==> src/acp_map.svh <==
// acp_map.svh - constants for the converter serial conversion port
// assumes a 100 MHz core clock; shift clock and strobe arrive as async pins
// How it works
// - rising convert strobe starts conversion of the held sample
// - conversion ends within 3.2 us, or 3.3 us for hot grade
// - strobe still high at conversion end puts converter to sleep until strobe falls
// - strobe low: serial result output is driven
// - strobe rising: serial result output released to high impedance
// - input acquired while strobe low, 16 periods or 14 on two-channel part
// - each new output bit appears after a falling shift edge
// - two-channel part takes its config word serially on config input
// - result shifted out one bit per shift period
// - first two rising edges after strobe falls give config, rest ignored
// - config 10 single zero, 11 single one, 00 zero over one, 01 one over zero
// - after full result, further shift periods give zeros
`ifndef ACP_MAP_SVH
`define ACP_MAP_SVH
`define ACP_CLK_MHZ 100
`define ACP_CONVERT_NS 3200
`define ACP_CONVERT_HOT_NS 3300
`define ACP_CONVERT_CYC ((`ACP_CONVERT_NS * `ACP_CLK_MHZ) / 1000)
`define ACP_CONVERT_HOT_CYC ((`ACP_CONVERT_HOT_NS * `ACP_CLK_MHZ) / 1000)
`define ACP_RES_BITS 16
`define ACP_CFG_BITS 2
`define ACP_SMPL_ONE 16
`define ACP_SMPL_TWO 14
`define ACP_FIFO_DEPTH 4
`endif

==> src/acp_pkg.sv <==
// acp_pkg.sv - types of the converter serial conversion port
// assumes acp_map.svh for all numeric constants
package acp_pkg;
  typedef enum logic [1:0] {
    ACP_IDLE = 2'b00,
    ACP_CONVERT = 2'b01,
    ACP_SLEEP = 2'b10,
    ACP_XFER = 2'b11
  } acp_state_t;
  // input selection decoded from the config word
  typedef enum logic [1:0] {
    ACP_DIFF_01 = 2'b00,
    ACP_DIFF_10 = 2'b01,
    ACP_SGL_0 = 2'b10,
    ACP_SGL_1 = 2'b11
  } acp_mux_t;
endpackage : acp_pkg

==> src/acp_fifo.sv <==
// acp_fifo.sv - small result buffer with valid/ready on both sides
// assumes one clock and an active low asynchronous reset
`timescale 1ns/100ps
module acp_fifo #(
  parameter int WIDTH = 16,
  parameter int DEPTH = 4
) (
  input wire logic CORE_CLK,
  input wire logic RST_B,
  input wire logic IN_VALID,
  output logic IN_READY,
  input wire logic [WIDTH-1:0] IN_DATA,
  output logic OUT_VALID,
  input wire logic OUT_READY,
  output logic [WIDTH-1:0] OUT_DATA
);
  localparam int AW = $clog2(DEPTH);
  logic [WIDTH-1:0] mem_ff [DEPTH];
  logic [AW-1:0] wr_ff;
  logic [AW-1:0] rd_ff;
  logic [AW:0] cnt_ff;
  logic push;
  logic pop;

  // full and empty come straight from the occupancy count
  assign IN_READY = (cnt_ff != (AW+1)'(DEPTH));
  assign OUT_VALID = (cnt_ff != '0);
  assign OUT_DATA = mem_ff[rd_ff];
  assign push = IN_VALID && IN_READY;
  assign pop = OUT_VALID && OUT_READY;

  // storage has no reset; only pointers and count need a defined value
  always_ff @(posedge CORE_CLK) begin
    if (push) begin
      mem_ff[wr_ff] <= IN_DATA;
    end
  end

  // pointers and count
  always_ff @(posedge CORE_CLK or negedge RST_B) begin
    if (!RST_B) begin
      wr_ff <= '0;
      rd_ff <= '0;
      cnt_ff <= '0;
    end else begin
      if (push) begin
        wr_ff <= (wr_ff == AW'(DEPTH-1)) ? '0 : wr_ff + 1'b1;
      end
      if (pop) begin
        rd_ff <= (rd_ff == AW'(DEPTH-1)) ? '0 : rd_ff + 1'b1;
      end
      cnt_ff <= cnt_ff + (AW+1)'(push) - (AW+1)'(pop);
    end
  end
endmodule : acp_fifo

==> src/acp_port.sv <==
// acp_port.sv - convert strobe control and serial result/config port
// assumes strobe, shift clock and config input are asynchronous pins, the
// shift clock far slower than CORE_CLK; the analog core offers results
// on a valid/ready stream and takes the selected mux setting.
`timescale 1ns/100ps
`include "acp_map.svh"
module acp_port #(
  parameter bit TWO_CHANNEL = 1'b1,
  parameter bit HOT_GRADE = 1'b0
) (
  input wire logic CORE_CLK,
  input wire logic RST_B,
  input wire logic CONVERT_STROBE,
  input wire logic SHIFT_CLK,
  input wire logic SERIAL_CONFIG_IN,
  output logic SERIAL_RESULT_OUT,
  output logic SERIAL_RESULT_OE,
  input wire logic RESULT_VALID,
  output logic RESULT_READY,
  input wire logic [15:0] RESULT_DATA,
  output logic CONVERT_START,
  output logic SAMPLE_ACTIVE,
  output logic SLEEP,
  output acp_pkg::acp_mux_t MUX_SEL
);
  import acp_pkg::*;
  localparam int CONVERT_CYCLES = HOT_GRADE ? `ACP_CONVERT_HOT_CYC : `ACP_CONVERT_CYC;
  localparam logic [4:0] SMPL = TWO_CHANNEL ? 5'(`ACP_SMPL_TWO) : 5'(`ACP_SMPL_ONE);

  logic [2:0] cv_sync_ff;
  logic [2:0] sk_sync_ff;
  logic [1:0] di_sync_ff;
  logic cv_rise;
  logic cv_fall;
  logic sk_rise;
  logic sk_fall;
  acp_state_t state_ff;
  acp_state_t nxt_state;
  logic [8:0] convert_cnt_ff;
  logic [15:0] shift_ff;
  logic [4:0] bit_cnt_ff;
  logic [1:0] cfg_ff;
  logic [1:0] cfg_cnt_ff;
  logic out_ff;
  logic oe_ff;
  logic fifo_valid;
  logic [15:0] fifo_data;
  logic take;

  // two flops before use; the third stage only feeds edge detection
  always_ff @(posedge CORE_CLK or negedge RST_B) begin
    if (!RST_B) begin
      cv_sync_ff <= 3'h0;
      sk_sync_ff <= 3'h0;
      di_sync_ff <= 2'h0;
    end else begin
      cv_sync_ff <= {cv_sync_ff[1:0], CONVERT_STROBE};
      sk_sync_ff <= {sk_sync_ff[1:0], SHIFT_CLK};
      di_sync_ff <= {di_sync_ff[0], SERIAL_CONFIG_IN};
    end
  end
  assign cv_rise = cv_sync_ff[1] && !cv_sync_ff[2];
  assign cv_fall = !cv_sync_ff[1] && cv_sync_ff[2];
  assign sk_rise = sk_sync_ff[1] && !sk_sync_ff[2];
  assign sk_fall = !sk_sync_ff[1] && sk_sync_ff[2];

  // result buffer between analog core and the shifter
  acp_fifo #(.WIDTH(`ACP_RES_BITS), .DEPTH(`ACP_FIFO_DEPTH)) u_fifo (
    .CORE_CLK(CORE_CLK),
    .RST_B(RST_B),
    .IN_VALID(RESULT_VALID),
    .IN_READY(RESULT_READY),
    .IN_DATA(RESULT_DATA),
    .OUT_VALID(fifo_valid),
    .OUT_READY(take),
    .OUT_DATA(fifo_data)
  );
  // a result is loaded for shifting when the strobe falls
  assign take = cv_fall && fifo_valid;

  // conversion, sleep and transfer sequencing
  always_comb begin
    nxt_state = state_ff;
    case (state_ff)
      ACP_IDLE: if (cv_rise) nxt_state = ACP_CONVERT;
      ACP_CONVERT: begin
        if (convert_cnt_ff == 9'(CONVERT_CYCLES - 1)) begin
          nxt_state = cv_sync_ff[1] ? ACP_SLEEP : ACP_XFER;
        end
      end
      ACP_SLEEP: if (cv_fall) nxt_state = ACP_XFER;
      ACP_XFER: if (cv_rise) nxt_state = ACP_CONVERT;
      default: nxt_state = ACP_IDLE;
    endcase
  end

  always_ff @(posedge CORE_CLK or negedge RST_B) begin
    if (!RST_B) begin
      state_ff <= ACP_IDLE;
    end else begin
      state_ff <= nxt_state;
    end
  end

  // conversion time counter restarts on every strobe rise
  always_ff @(posedge CORE_CLK or negedge RST_B) begin
    if (!RST_B) begin
      convert_cnt_ff <= 9'h000;
    end else if (cv_rise || state_ff != ACP_CONVERT) begin
      convert_cnt_ff <= 9'h000;
    end else begin
      convert_cnt_ff <= convert_cnt_ff + 9'h001;
    end
  end
  assign CONVERT_START = cv_rise;

  // result shifter: msb first, zeros once the word is out
  always_ff @(posedge CORE_CLK or negedge RST_B) begin
    if (!RST_B) begin
      shift_ff <= 16'h0000;
      bit_cnt_ff <= 5'h00;
      out_ff <= 1'b0;
    end else if (cv_fall) begin
      shift_ff <= fifo_valid ? fifo_data : 16'h0000;
      bit_cnt_ff <= 5'h00;
      out_ff <= fifo_valid ? fifo_data[15] : 1'b0;
    end else if (!cv_sync_ff[1] && sk_fall) begin
      shift_ff <= {shift_ff[14:0], 1'b0};
      if (bit_cnt_ff != 5'(`ACP_RES_BITS)) begin
        bit_cnt_ff <= bit_cnt_ff + 5'h01;
      end
      out_ff <= shift_ff[14];
    end
  end

  // output enable follows the synchronised strobe level
  always_ff @(posedge CORE_CLK or negedge RST_B) begin
    if (!RST_B) begin
      oe_ff <= 1'b0;
    end else begin
      oe_ff <= !cv_sync_ff[1] && !cv_rise;
    end
  end
  assign SERIAL_RESULT_OUT = out_ff;
  assign SERIAL_RESULT_OE = oe_ff;

  // config word: first two rising edges after the strobe falls, then ignored
  always_ff @(posedge CORE_CLK or negedge RST_B) begin
    if (!RST_B) begin
      cfg_ff <= 2'h2;
      cfg_cnt_ff <= 2'h0;
    end else if (cv_fall) begin
      cfg_cnt_ff <= 2'h0;
    end else if (TWO_CHANNEL && !cv_sync_ff[1] && sk_rise
                 && cfg_cnt_ff != 2'(`ACP_CFG_BITS)) begin
      cfg_ff <= {cfg_ff[0], di_sync_ff[1]};
      cfg_cnt_ff <= cfg_cnt_ff + 2'h1;
    end
  end
  // the first bit taken is single_ended_select, the second picks the odd side
  assign MUX_SEL = TWO_CHANNEL ? acp_mux_t'(cfg_ff) : ACP_DIFF_01;
  assign SLEEP = (state_ff == ACP_SLEEP);
  // sampling lasts while the strobe is low and the acquisition window is open
  assign SAMPLE_ACTIVE = (state_ff == ACP_XFER) && !cv_sync_ff[1]
                         && (bit_cnt_ff < SMPL);

  sleep_hold_a: assert property (@(posedge CORE_CLK) disable iff (!RST_B)
    (state_ff == ACP_SLEEP) && cv_sync_ff[1] |=> state_ff == ACP_SLEEP)
    else $error("sleep left while strobe high");
  convert_time_a: assert property (@(posedge CORE_CLK) disable iff (!RST_B)
    (state_ff == ACP_CONVERT) |-> convert_cnt_ff < 9'(CONVERT_CYCLES))
    else $error("conversion overran its time");
  start_convert_a: assert property (@(posedge CORE_CLK) disable iff (!RST_B)
    cv_rise |=> state_ff == ACP_CONVERT)
    else $error("strobe rise did not start conversion");
  drive_low_a: assert property (@(posedge CORE_CLK) disable iff (!RST_B)
    !cv_sync_ff[1] && !cv_rise ##1 !cv_sync_ff[1] |-> oe_ff)
    else $error("output not driven with strobe low");
  release_hiz_a: assert property (@(posedge CORE_CLK) disable iff (!RST_B)
    cv_sync_ff[1] |=> !oe_ff)
    else $error("output driven with strobe high");
  msb_first_a: assert property (@(posedge CORE_CLK) disable iff (!RST_B)
    cv_fall && fifo_valid |=> out_ff == $past(fifo_data[15]))
    else $error("first bit is not msb");
  shift_fall_a: assert property (@(posedge CORE_CLK) disable iff (!RST_B)
    $changed(out_ff) |-> $past(sk_fall) || $past(cv_fall))
    else $error("output changed without falling edge");
  zero_tail_a: assert property (@(posedge CORE_CLK) disable iff (!RST_B)
    bit_cnt_ff == 5'(`ACP_RES_BITS) && !cv_sync_ff[1] |-> !out_ff)
    else $error("nonzero after full result");
  cfg_limit_a: assert property (@(posedge CORE_CLK) disable iff (!RST_B)
    cfg_cnt_ff == 2'(`ACP_CFG_BITS) && !cv_fall |=> $stable(cfg_ff))
    else $error("config changed after two bits");
  sleep_c: cover property (@(posedge CORE_CLK) state_ff == ACP_SLEEP);
  full_word_c: cover property (@(posedge CORE_CLK) bit_cnt_ff == 5'(`ACP_RES_BITS));
  cfg_done_c: cover property (@(posedge CORE_CLK) cfg_cnt_ff == 2'(`ACP_CFG_BITS));
  xfer_shift_c: cover property (@(posedge CORE_CLK) state_ff == ACP_XFER && sk_fall);
endmodule : acp_port

==> config.mk <==
export PLATFORM = sky130hd
export DESIGN_NAME = acp_port
export DESIGN_NICKNAME = d
export VERILOG_FILES = /design/src/acp_pkg.sv /design/src/acp_fifo.sv /design/src/acp_port.sv
export VERILOG_INCLUDE_DIRS = /design/src
export SDC_FILE = /design/constraint.sdc
export NUM_CORES = 1
export LEC_CHECK = 0
export BUFFER_PORTS_ARGS = -buffer_cell sky130_fd_sc_hd__buf_2
export CORE_MARGIN = 2
export CORE_UTILIZATION = 50
export CTS_CLUSTER_DIAMETER = 30
export DETAILED_ROUTE_END_ITERATION = 7
export GPL_ROUTABILITY_DRIVEN = 0
export HOLD_SLACK_MARGIN = 0.02
export PLACE_DENSITY_LB_ADDON = 0.1
export SYNTH_ARGS = -nofsm -noshare
export SYNTH_HDL_FRONTEND = slang
export SYNTH_SLANG_ARGS = --single-unit
==> constraint.sdc <==
create_clock -name CORE_CLK -period 6.4 [get_ports CORE_CLK]
set_input_delay 0 -clock CORE_CLK [delete_from_list [all_inputs] [get_ports CORE_CLK]]
set_output_delay 0 -clock CORE_CLK [all_outputs]
set_load 0.1 [all_outputs]
Word level (Yosys, flattened, before mapping)
Memories as Yosys holds them, arrays and structs flattened.
Cells that the tools add are included.
{"block": "totals", "register_bits": 52, "latchBits": 0, "mem_bits_rw": 64, "romBits": 0, "in_bits": 22, "output_inout_bits": 8, "memories": 1}
{"name": "u_fifo.mem_ff", "words": 4, "word_bits": 16, "read_ports": 1, "rd_clocked_by_memory_dff": 0, "write_ports": 1, "line": "acp_fifo.sv:18", "rtl": "logic [WIDTH-1:0] mem_ff [DEPTH];"}
{"block": "classes", "n_addsub": 7, "mul": 0, "n_div": 0, "n_lt_le_gt_ge": 1, "eq_ne": 13, "shift": 0, "n_mux": 21, "n_bitwise": 1, "n_reduce_logical": 28}
{"cell": "2-to-1 mux 15 bit", "count": 3}
{"cell": "2-to-1 mux 5 bit", "count": 3}
{"cell": "2-to-1 mux 2 bit", "count": 7}
{"cell": "logical AND 1 bit", "count": 13}
{"cell": "adder 9 x 1 -> 9 bit (second input constant)", "count": 1}
{"cell": "== test 9 bit (second input constant)", "count": 1}
{"cell": "2-to-1 mux 9 bit", "count": 1}
{"cell": "== test 2 bit (second input constant)", "count": 4}
{"cell": "adder 2 x 1 -> 2 bit (second input constant)", "count": 3}
{"cell": "2-to-1 mux 1 bit", "count": 6}
{"cell": "inequality test 2 x 1 -> 1 bit (second input constant)", "count": 3}
{"cell": "one-hot mux 2 bit (3 select lines)", "count": 1}
{"cell": "nonzero test 2 bit", "count": 3}
{"cell": "adder 5 x 1 -> 5 bit (second input constant)", "count": 1}
{"cell": "zero test 1 bit", "count": 5}
{"cell": "< comparator 5 x 4 -> 1 bit (second input constant)", "count": 1}
{"cell": "inequality test 5 bit (second input constant)", "count": 1}
{"cell": "inequality test 2 bit (second input constant)", "count": 2}
{"cell": "AND reduction 2 bit", "count": 2}
{"cell": "adder 3 x 1 -> 3 bit", "count": 1}
{"cell": "inequality test 3 bit (second input constant)", "count": 1}
{"cell": "AND reduction 3 bit", "count": 1}
{"cell": "nonzero test 3 bit", "count": 1}
{"cell": "subtractor 3 x 1 -> 3 bit", "count": 1}
{"cell": "other kinds (5)", "count": 5}

Depth between registers and ports, before layout
Gate-level depths: netlist of the first run.
{"block": "logic_depth", "depth_word": 6, "depth_mapped": 8}

Modules after synthesis
From an unflattened synthesis of the first run, not the netlist that was laid out.
{"block": "hier_totals", "cells_unflattened": 326, "area_unflattened_um2": 4872.2}
{"module": "acp_fifo", "instances": 1, "cells_each": 122, "area_each_um2": 2755.1}
{"module": "acp_port", "instances": 1, "cells_each": 204, "area_each_um2": 2117.0}

Worst setup path before layout of the first run
OpenSTA, ideal clock, no wires.
{"block": "synth_timing", "kind": "register to register", "from": "register u_fifo.cnt_ff[1]", "to": "register u_fifo.cnt_ff[2]", "setup_ns": 0.123, "arrival_ns": 2.518, "t_required_ns": 6.277, "slack_ns": 3.759, "path_stages_with_launch": 7, "n_path_buf": 0, "synth_period_minus_slack_ns": 2.641, "cell_sequence": "dfrtp_1 inv_1 nand3_1 and2_1 ha_1 fa_1 xnor2_1"}
{"block": "synth_between", "elab_chain_len": 4, "word_cells_on_any_way": 7, "classes_between": "2 x add/sub; 1 x eq/ne; 4 x reduce/logical"}
{"element": "start: declaration", "line": "acp_fifo.sv:21", "rtl": "logic [AW:0] cnt_ff;"}
{"element": "start signal: assignment", "line": "acp_fifo.sv:52", "rtl": "cnt_ff <= cnt_ff + (AW+1)'(push) - (AW+1)'(pop);"}
{"element": "inequality test 3 bit", "line": "acp_fifo.sv:26", "rtl": "assign IN_READY = (cnt_ff != (AW+1)'(DEPTH));"}
{"element": "via RESULT_READY", "line": "acp_port.sv:19", "rtl": "output logic RESULT_READY,"}
{"element": "logical AND 1 bit", "line": "acp_fifo.sv:29", "rtl": "assign push = IN_VALID && IN_READY;"}
{"element": "via u_fifo.push", "line": "acp_fifo.sv:22", "rtl": "logic push;"}
{"element": "adder 3 x 1 -> 3 bit", "line": "acp_fifo.sv:52"}
{"element": "subtractor 3 x 1 -> 3 bit", "line": "acp_fifo.sv:52"}
The timed path passes the listed nets, and every way through them passes these cells.
A chain may end at the register's enable or synchronous reset.

Final worst setup path of the first run
{"block": "layout_timing", "from": "register cv_sync_ff[1]", "to": "register u_fifo.cnt_ff[2]"}
{"block": "layout_between", "elab_chain_len": 5}
{"element": "start: declaration", "line": "acp_port.sv:30", "rtl": "logic [2:0] cv_sync_ff;"}
{"element": "start signal: assignment", "line": "acp_port.sv:57", "rtl": "cv_sync_ff <= {cv_sync_ff[1:0], CONVERT_STROBE};"}
{"element": "zero test 1 bit", "line": "acp_port.sv:63", "rtl": "assign cv_fall = !cv_sync_ff[1] && cv_sync_ff[2];"}
{"element": "logical AND 1 bit", "line": "acp_port.sv:63"}
{"element": "logical AND 1 bit", "line": "acp_port.sv:79", "rtl": "assign take = cv_fall && fifo_valid;"}
{"element": "logical AND 1 bit", "line": "acp_fifo.sv:30", "rtl": "assign pop = OUT_VALID && OUT_READY;"}
{"element": "subtractor 3 x 1 -> 3 bit", "line": "acp_fifo.sv:52"}
Every way passes these cells.

==> results of run 1 <==
kinds of logic after synthesis:
kind of cell               share of synthesized area [%]
muxes                                               9.00
xor gates and xnor gates                            2.03
and+or+nand+nor                                     8.18
buffers and inverters                               2.47
adders and majority gates                           4.11
DFF                                                 67.8
AOI/OAI and AO/OA                                   6.39
power by group:
part	internal, mW	switching (mW)
clock	0.549	0.321
sequential	0.984	0.105
combinational	0.267	0.352
total	1.80	0.778
flip-flops by register name, summed over array words and instances, names as in the netlist:
name	flops
sk_sync_ff	3
u_fifo.wr_ff	2
di_sync_ff	2
MUX_SEL	2
SERIAL_RESULT_OUT	1
state_ff	2
cv_sync_ff	3
shift_ff	15
SERIAL_RESULT_OE	1
convert_cnt_ff	9
u_fifo.mem_ff	64
u_fifo.rd_ff	2
u_fifo.cnt_ff	3
bit_cnt_ff	5
cfg_cnt_ff	2
timing repair:
item                       in CTS  in global routing
hold buffers                   21                  0
setup endpoints to repair       0                  0
hold endpoints to repair       96                  0
layout by cell type (no fill, tap or decap), types with 3 or more instances in the layout:
| master | n |
|---|---|
| sky130_fd_sc_hd__edfxtp_1 | 64 |
| sky130_fd_sc_hd__dfrtp_1 | 51 |
| sky130_fd_sc_hd__nor2_1 | 32 |
| sky130_fd_sc_hd__buf_2 | 29 |
| sky130_fd_sc_hd__nand2_1 | 23 |
| sky130_fd_sc_hd__dlygate4sd3_1 | 21 |
| sky130_fd_sc_hd__mux4_2 | 16 |
| sky130_fd_sc_hd__clkbuf_16 | 16 |
| sky130_fd_sc_hd__a221o_1 | 15 |
| sky130_fd_sc_hd__inv_1 | 14 |
| sky130_fd_sc_hd__ha_1 | 14 |
| sky130_fd_sc_hd__xor2_1 | 7 |
| sky130_fd_sc_hd__and3_1 | 6 |
| sky130_fd_sc_hd__nand3_1 | 6 |
| sky130_fd_sc_hd__a21oi_1 | 6 |
| sky130_fd_sc_hd__xnor2_1 | 4 |
| sky130_fd_sc_hd__mux2_1 | 4 |
| sky130_fd_sc_hd__clkinvlp_4 | 4 |
| sky130_fd_sc_hd__nand2b_1 | 3 |
| sky130_fd_sc_hd__nor3_1 | 3 |
| sky130_fd_sc_hd__o21ai_1 | 3 |
| sky130_fd_sc_hd__clkinv_1 | 3 |
cell type report:
class                           instances  share of cell area (%)
Timing Repair Buffer                   52                    6.41
Sequential cell                       116                    55.8
Tap cell                              129                    2.79
Inverter                               15                   0.974
Clock buffer                           18                    7.23
Multi-Input combinational cell        169                    24.4
Clock inverter                         14                    2.38
worst max-delay path, stage by stage (launching register included):
cell	delay (ns)
sky130_fd_sc_hd__dfrtp_1	0.51
sky130_fd_sc_hd__nand2b_1	0.56
sky130_fd_sc_hd__nor2_2	0.80
sky130_fd_sc_hd__ha_1	0.24
sky130_fd_sc_hd__inv_1	0.04
sky130_fd_sc_hd__ha_1	0.18
sky130_fd_sc_hd__fa_1	0.38
sky130_fd_sc_hd__xnor2_1	0.19
worst paths after layout:
kind	end	slack [ns]	cells past startpoint
max	u_fifo.cnt_ff[2]$_DFF_PN0_	3.41	7
min	bit_cnt_ff[2]$_DFFE_PN0P_	0.04	2
max reg2reg	u_fifo.cnt_ff[2]$_DFF_PN0_	3.41	7
min reg2reg	di_sync_ff[1]$_DFF_PN0_	0.35	0
max in group asynchronous	u_fifo.wr_ff[0]$_DFFE_PN0P_	5.58	3
min in group CORE_CLK	di_sync_ff[0]$_DFF_PN0_	0.14	2
stage by stage:
step / instance area, sq um / cells / hold slack [ns] / setup slack (ns)
after detailed placement: 5010 / 460 / 0.0507 / 3.36
after floorplan: 4750 / 312 / -0.296 / 3.76
after CTS: 5780 / 513 / 0.0460 / 3.32
after global placement: 5010 / 460 / 0.0515 / 3.46
after global routing: 5780 / 513 / 0.0673 / 3.15
final: 5780 / 513 / 0.0428 / 3.41
per-layer routing:
metal | wire length (microns) | up-vias | part of all wire (%) | track usage, %
li1 | - | 1281 | - | -
met1 | 3640 | 1317 | 47 | 21.9
met2 | 3880 | 49 | 50 | 28.3
met3 | 252 | 4 | 3.2 | 7.32
met4 | 42 | 0 | 0.54 | 4.99
met5 | 0 | - | 0 | 0
==> reports/summary.log, run 1 <==
INFO  drt            routed_length_per_instance=15.2microns
INFO  yosys          post-synth-top-count-cell=sky130_fd_sc_hd__edfxtp_1
INFO  critical_path  critPathRequiredTime=6.81ns
INFO  timing         finalHoldViolations=0
INFO  timing         worstMarginPinSlew=1.05ns
INFO  cts            clock-root-buffer=sky130_fd_sc_hd__clkbuf_8
INFO  yosys          ys_ff_latch=116
INFO  cts            clock_insertion_delay_worst_skew=0.51ns
INFO  yosys          synth_fp_nets=349
INFO  die            design.die.area=10300squm
INFO  critical_path  worstSetupPathType=reg2reg
INFO  timing         finalClockSkew=0.0102ns
INFO  die            starting_density=51.5%
INFO  cts            cts_made_buffers=17
INFO  cts            tritoncts_clock_tree=yes
INFO  die            chipHeight=102microns
INFO  job            cap_violations=0
INFO  final_layout   synth_to_final_area_change=21.6%
INFO  cts            cts.htree.levels=4
INFO  power          leakagePower=2.32nW
INFO  cts            number_of_sinks_handled_by_clock_tree_synthesis=116
INFO  timing         fmax=334MHz
INFO  drt            drt_initial_violations=135
INFO  drt            detail_route.wirelength=7.82mm
INFO  yosys          synth.largest_area_cell=sky130_fd_sc_hd__edfxtp_1
INFO  critical_path  critical_path.startpoint_type=flip-flop
INFO  yosys          synthDominantCellAreaShare=40.4%
INFO  yosys          proportion_of_synthesized_flip_flops_having_asynchronous_set_or_reset=44.8%
INFO  die            row_count=35
INFO  timing         setup_repair_after_global_routing_missed_its_margin=false
INFO  cts            cts_setup_buffers=0
INFO  timing         period_utilisation_layout=46.8%
INFO  final_layout   design.final.nets=408
INFO  yosys          synth_enable_flop_cells=64
INFO  placement      numPortBuffers=29
INFO  grt            grt_pass1_vias=2749
INFO  cts            clk_transition_reported_paths=0.05ns
INFO  yosys          synth.avg_cell_area=15.2squm
INFO  timing         timing.setup.tns=0ns
INFO  placement      dp_hpwl=4.80mm
INFO  critical_path  worstSetupEndpointType=flip-flop
INFO  final_layout   antennaDiodeCount=0
INFO  grt            grtUsageTotal=17.6%
INFO  drt            drtPass1Iterations=4
INFO  yosys          postSynthCellCount=312
INFO  timing         slew_violations=0
INFO  timing         setup_viol=0
INFO  drt            postRouteAntennaNets=0
INFO  drt            post_drt_via_cell_ratio=5.17
INFO  final_layout   multiInputGateArea=1410squm
INFO  cts            cts_resized=0
INFO  power          design_power_total=2.58mW
INFO  critical_path  timing.critical_path.fanout_max=20
INFO  grt            grt.overflow.total=0
INFO  final_layout   layout.filler_cells=683
INFO  die            coreArea=9240squm
INFO  final_layout   post_route_cells_drive_above_1_share=20.8%
INFO  outcome        run_status=finished, final reports clean
INFO  critical_path  worst-endpoint-arrival=3.41ns
INFO  critical_path  cp-startpoint=cv_sync_ff[1]$_DFF_PN0_
INFO  die            num_ports=30
INFO  cts            cts_max_path_buffers=2
INFO  yosys          synth.cells.most_frequent=sky130_fd_sc_hd__edfxtp_1 (64), sky130_fd_sc_hd__dfrtp_1 (51), sky130_fd_sc_hd__nor2_1 (32), sky130_fd_sc_hd__nand2_1 (23), sky130_fd_sc_hd__mux4_2 (16)
INFO  die            floorplan.die.width=102microns
INFO  timing         headroom_to_the_max_slew_limit=30.3%
INFO  timing         final_period_minus_worst_setup_slack=2.99ns
INFO  yosys          ys.flop_type=sky130_fd_sc_hd__edfxtp_1
INFO  grt            antenna_found_initial=0
INFO  yosys          yosys.cell_types.count=46
INFO  yosys          yosysSeqAreaShare=67.8%
INFO  grt            grt_start_max_net_pins=38
INFO  drt            remaining_drcs=0
INFO  critical_path  worst_r2r_src=cv_sync_ff[1]$_DFF_PN0_
INFO  yosys          synth_area=4750squm
INFO  hold_path      worstHoldPathType=in2async
INFO  power          power.ir.vdd_worst=427uV
INFO  drt            detailroute.via_count=2651
INFO  yosys          synth_area_leaders=sky130_fd_sc_hd__edfxtp_1 (40%), sky130_fd_sc_hd__dfrtp_1 (27%), sky130_fd_sc_hd__mux4_2 (7.6%)
INFO  power          power_density=446nW/um^2
INFO  final_layout   final-seq-area=3220squm
INFO  yosys          synthesis.yosys.warnings=0
INFO  final_layout   postLayoutCoreUtil=62.6%
INFO  grt            grt_pass1_wl=13.4mm
Power figures use the tool's default switching activity.
==> run 2: changes to the inputs <==
--- a/config.mk
+++ b/config.mk
@@ -6,6 +6,7 @@
 export SDC_FILE = /design/constraint.sdc
 export NUM_CORES = 1
 export LEC_CHECK = 0
+export ABC_AREA = 1
 export BUFFER_PORTS_ARGS = -buffer_cell sky130_fd_sc_hd__buf_2
 export CORE_MARGIN = 2
 export CORE_UTILIZATION = 50
==> constraint.sdc (replaced) <==
create_clock -name CORE_CLK -period 2.78 [get_ports CORE_CLK]
set_input_delay 0 -clock CORE_CLK [delete_from_list [all_inputs] [get_ports CORE_CLK]]
set_output_delay 0 -clock CORE_CLK [all_outputs]
set_load 0.1 [all_outputs]
==> run 2 against run 1 <==
Effect of this change:
- routed wire length rose by 14%
- global-route usage increased by 1.6 points
- non-clock buffer count increased by 8
- register-to-register slack got worse by 2.6 ns
- hold slack better by 0.047 ns
- clock-buffer cell count unchanged
- largest power group unchanged
- highest routed layer unchanged
==> reports/summary.log, run 2 <==
INFO  timing         period_utilisation_layout=70.4% [+24 points]
INFO  critical_path  reg2reg_setup_slack=0.82ns [-2.58 ns]
INFO  yosys          postSynthCellCount=442 [+42%]
INFO  grt            grtUsageTotal=19.1% [+1.6 points]
INFO  cts            clock_insertion_delay_worst_skew=0.51ns [about the same]
INFO  yosys          ys_ff_latch=116 [unchanged]
INFO  critical_path  reg2reg_depth=8 [+1]
INFO  final_layout   multiInputGateArea=1390squm [-1.5%]
INFO  placement      dp_hpwl=5.49mm [+14%]
INFO  power          power_frac_comb=25.6% [+1.6 points]
INFO  yosys          synth.avg_cell_area=10.9squm [-29%]
INFO  yosys          post-synth-top-count-cell=sky130_fd_sc_hd__nand2_1
INFO  yosys          proportion_of_synthesized_flip_flops_having_asynchronous_set_or_reset=44.8% [unchanged]
INFO  grt            grt_pass1_wl=14.7mm [+10%]
INFO  timing         final_period_minus_worst_setup_slack=1.96ns [-1.04 ns]
INFO  cts            cts.htree.levels=4 [unchanged]
INFO  drt            routed_length_per_instance=13.8microns [-9.4%]
INFO  yosys          synth_area_leaders=sky130_fd_sc_hd__edfxtp_1 (40%), sky130_fd_sc_hd__dfrtp_1 (27%), sky130_fd_sc_hd__nand2_1 (7.1%)
INFO  drt            postRouteAntennaNets=0 [unchanged]
INFO  die            num_ports=30 [unchanged]
INFO  final_layout   layout.cells.most_common=sky130_fd_sc_hd__nand2_1
INFO  drt            drt_initial_violations=157 [+16%]
INFO  cts            clock-root-buffer=sky130_fd_sc_hd__clkbuf_8
INFO  power          power_density=1000nW/um^2 [+120%]
INFO  final_layout   largestRegisters=u_fifo.mem_ff x64, shift_ff x15, convert_cnt_ff x9
INFO  drt            detailroute.via_count=3262 [+23%]
INFO  yosys          yosys.cell_types.count=27 [-41%]
INFO  yosys          synth_enable_flop_cells=64 [unchanged]
INFO  power          switching_power=1.98mW [+150%]
INFO  timing         finalClockSkew=0.0121ns [+0.00188 ns]
INFO  die            starting_density=51.9% [+0.42 points]
INFO  drt            remaining_drcs=0 [unchanged]
INFO  yosys          synth_fp_nets=479 [+37%]
INFO  final_layout   synth_to_final_area_change=22.6%
INFO  die            floorplan.die.width=102microns [+0.62%]
INFO  timing         slew_violations=0 [unchanged]
INFO  critical_path  critical_path.startpoint_type=flip-flop
INFO  timing         setup_repair_after_global_routing_missed_its_margin=false
INFO  power          power.sequential.fraction=39.7% [-2.6 points]
INFO  yosys          synth_area=4820squm [+1.3%]
INFO  final_layout   largest_reg_flops=64 [unchanged]
INFO  yosys          ys.flop_type=sky130_fd_sc_hd__edfxtp_1
INFO  grt            grt_start_max_net_pins=36 [-5.3%]
INFO  yosys          yosysSeqAreaShare=67.0% [-0.86 points]
INFO  yosys          synth.largest_area_cell=sky130_fd_sc_hd__edfxtp_1
INFO  critical_path  timing.critical_path.fanout_max=27 [+35%]
INFO  timing         worstMarginPinSlew=0.920ns [-0.126 ns]
INFO  critical_path  worstSetupPathType=reg2reg
INFO  final_layout   layout_common_cells=sky130_fd_sc_hd__nand2_1 (91), sky130_fd_sc_hd__edfxtp_1 (64), sky130_fd_sc_hd__nand3_1 (60)
INFO  yosys          synthesis.yosys.warnings=0 [unchanged]
INFO  power          design_power_total=5.92mW [+130%]
INFO  die            design.die.area=10400squm [+1.2%]
INFO  final_layout   final-seq-area=3220squm [unchanged]
INFO  cts            clk_transition_reported_paths=0.06ns [about the same]
INFO  drt            post_drt_via_cell_ratio=5.04 [-2.4%]
INFO  cts            cts_max_path_buffers=2 [unchanged]
INFO  final_layout   antennaDiodeCount=0 [unchanged]
INFO  critical_path  critPathRequiredTime=3.16ns [-3.65 ns]
INFO  placement      numPortBuffers=29 [unchanged]
INFO  die            coreArea=9280squm [+0.47%]
INFO  job            cap_violations=0 [unchanged]
INFO  grt            antenna_found_initial=0 [unchanged]
INFO  final_layout   design.final.nets=542 [+33%]
INFO  cts            tritoncts_clock_tree=yes
INFO  final_layout   post_layout_nonfiller_instances=647 [+26%]
INFO  drt            detail_route.wirelength=8.93mm [+14%]
INFO  grt            grt_pass1_vias=3151 [+15%]
INFO  final_layout   layout.filler_cells=734 [+7.5%]
INFO  power          power.switching_fraction=33.5% [+3.3 points]
INFO  drt            drtPass1Iterations=4 [unchanged]
INFO  power          share_clk_of_total_power=34.7% [+1.0 points]
INFO  outcome        run_status=finished, final reports clean
INFO  placement      numPlacedInstances=593 [+29%]
INFO  timing         finalHoldViolations=0 [unchanged]
INFO  final_layout   post_route_cells_drive_above_1_share=14.5% [-6.4 points]
INFO  critical_path  worstSetupEndpointType=flip-flop
INFO  die            row_count=35 [unchanged]
INFO  cts            number_of_sinks_handled_by_clock_tree_synthesis=116 [unchanged]
INFO  cts            cts_setup_buffers=0 [unchanged]
INFO  timing         fmax=511MHz [+53%]
INFO  power          leakagePower=2.49nW [+7.2%]
INFO  timing         setup_viol=0 [unchanged]
INFO  yosys          synthDominantCellAreaShare=39.9% [-0.51 points]
INFO  critical_path  worst-endpoint-arrival=2.33ns [-1.08 ns]
INFO  hold_path      worstHoldPathType=in2async
INFO  timing         headroom_to_the_max_slew_limit=38.4% [+8.2 points]
INFO  cts            cts_made_buffers=17 [unchanged]
INFO  power          power_report.internal_total=3.93mW [+120%]
INFO  power          power.ir.vdd_worst=459uV [+7.5%]
INFO  grt            grt.overflow.total=0 [unchanged]
INFO  timing         timing.setup.tns=0ns [unchanged]
INFO  yosys          synth.cells.most_frequent=sky130_fd_sc_hd__nand2_1 (91), sky130_fd_sc_hd__edfxtp_1 (64), sky130_fd_sc_hd__nand3_1 (60), sky130_fd_sc_hd__dfrtp_1 (51), sky130_fd_sc_hd__nor2_1 (38)
INFO  final_layout   largest-register=u_fifo.mem_ff
INFO  die            chipHeight=102microns [+0.62%]
==> run 2: changes by cell type after synthesis, moves of 4 or more <==
cell | previous run | this run
sky130_fd_sc_hd__mux4_2 | 16 | 0
sky130_fd_sc_hd__a221o_1 | 15 | 0
sky130_fd_sc_hd__inv_1 | 14 | 31
sky130_fd_sc_hd__xor2_1 | 7 | 3
sky130_fd_sc_hd__nor2_1 | 32 | 38
sky130_fd_sc_hd__nand3_1 | 6 | 60
sky130_fd_sc_hd__nand2_1 | 23 | 91
sky130_fd_sc_hd__o21ai_0 | 0 | 33
sky130_fd_sc_hd__a21oi_1 | 6 | 21
sky130_fd_sc_hd__mux2_1 | 4 | 0
sky130_fd_sc_hd__and3_1 | 6 | 0
==> run 2: layer usage <==
metal  global-route usage [%]  part of all wire [%]  wire length (microns)  up-vias
li1                         -                     -                      -     1637
met1                     24.5                    46                   4110     1568
met2                     31.5                    50                   4480       49
met3                     5.13                   2.9                    262        8
met4                     6.97                  0.95                     85        0
met5                        0                     0                      0        -
==> run 2: power by group through the flow <==
stage	sequential [mW]	clock [mW]	combinational, mW
after global placement	2.37	0	1.46
after detailed placement	2.38	0	1.51
after floorplan	2.43	0	1.06
after CTS	2.35	2.09	1.54
after global routing	2.39	2.17	1.72
final	2.35	2.05	1.51
==> run 2: worst paths after layout <==
check / end / startpoint
worst max-delay path: u_fifo.cnt_ff[2]$_DFF_PN0_ / cv_sync_ff[1]$_DFF_PN0_
worst min-delay path: convert_cnt_ff[8]$_DFF_PN0_ / RST_B
worst max register to register: u_fifo.cnt_ff[2]$_DFF_PN0_ / cv_sync_ff[1]$_DFF_PN0_
worst min register to register: sk_sync_ff[1]$_DFF_PN0_ / sk_sync_ff[0]$_DFF_PN0_
max in group asynchronous: shift_ff[8]$_DFFE_PN0P_ / RST_B
min in group CORE_CLK: di_sync_ff[0]$_DFF_PN0_ / SERIAL_CONFIG_IN
==> run 2: kinds of logic (layout without fill, tap and decap cells) <==
| kind of cell | Yosys count | in the layout | share of synthesized area [%] |
|---|---|---|---|
| xor+xnor | 4 | 4 | 0.728 |
| compound gates | 60 | 60 | 6.50 |
| buf+inv | 48 | 124 | 4.16 |
| fa+ha+maj | 15 | 15 | 4.05 |
| simple gates | 199 | 199 | 17.6 |
| flops | 116 | 116 | 67.0 |
==> run 2: layout make-up <==
type | count | area share, %
clock inverters | 14 | 2.63
inverters | 32 | 2.03
flip-flops and latches | 116 | 54.6
clock buffers | 18 | 7.08
repair buffers | 60 | 7.33
well taps | 129 | 2.73
multi-input cells | 278 | 23.6
==> run 2: per-stage QoR <==
stage                     cell area (sq um)  hold slack (ns)  util (%)  setup slack (ns)
after floorplan                        4820           -0.296         -             0.123
final                                  5900           0.0896      63.6             0.822
after CTS                              5900            0.101      63.6             0.817
after global placement                 5110          -0.0135      55.0             0.884
after global routing                   5900            0.122      63.6             0.671
after detailed placement               5110         -0.00349      55.0             0.827
==> run 2: what timing repair did <==
| item | in CTS | in global routing |
|---|---|---|
| hold endpoints to repair | 121 | 0 |
| resized for setup | 0 | 0 |
| hold buffers | 22 | 0 |
==> run 2: worst max-delay path, stage by stage (launching register included) <==
cell,delay [ns]
sky130_fd_sc_hd__dfrtp_1,0.40
sky130_fd_sc_hd__inv_2,0.09
sky130_fd_sc_hd__nand2_4,0.23
sky130_fd_sc_hd__a21oi_2,0.07
sky130_fd_sc_hd__ha_1,0.28
sky130_fd_sc_hd__inv_1,0.04
sky130_fd_sc_hd__ha_1,0.18
sky130_fd_sc_hd__fa_1,0.37
sky130_fd_sc_hd__xor2_1,0.17
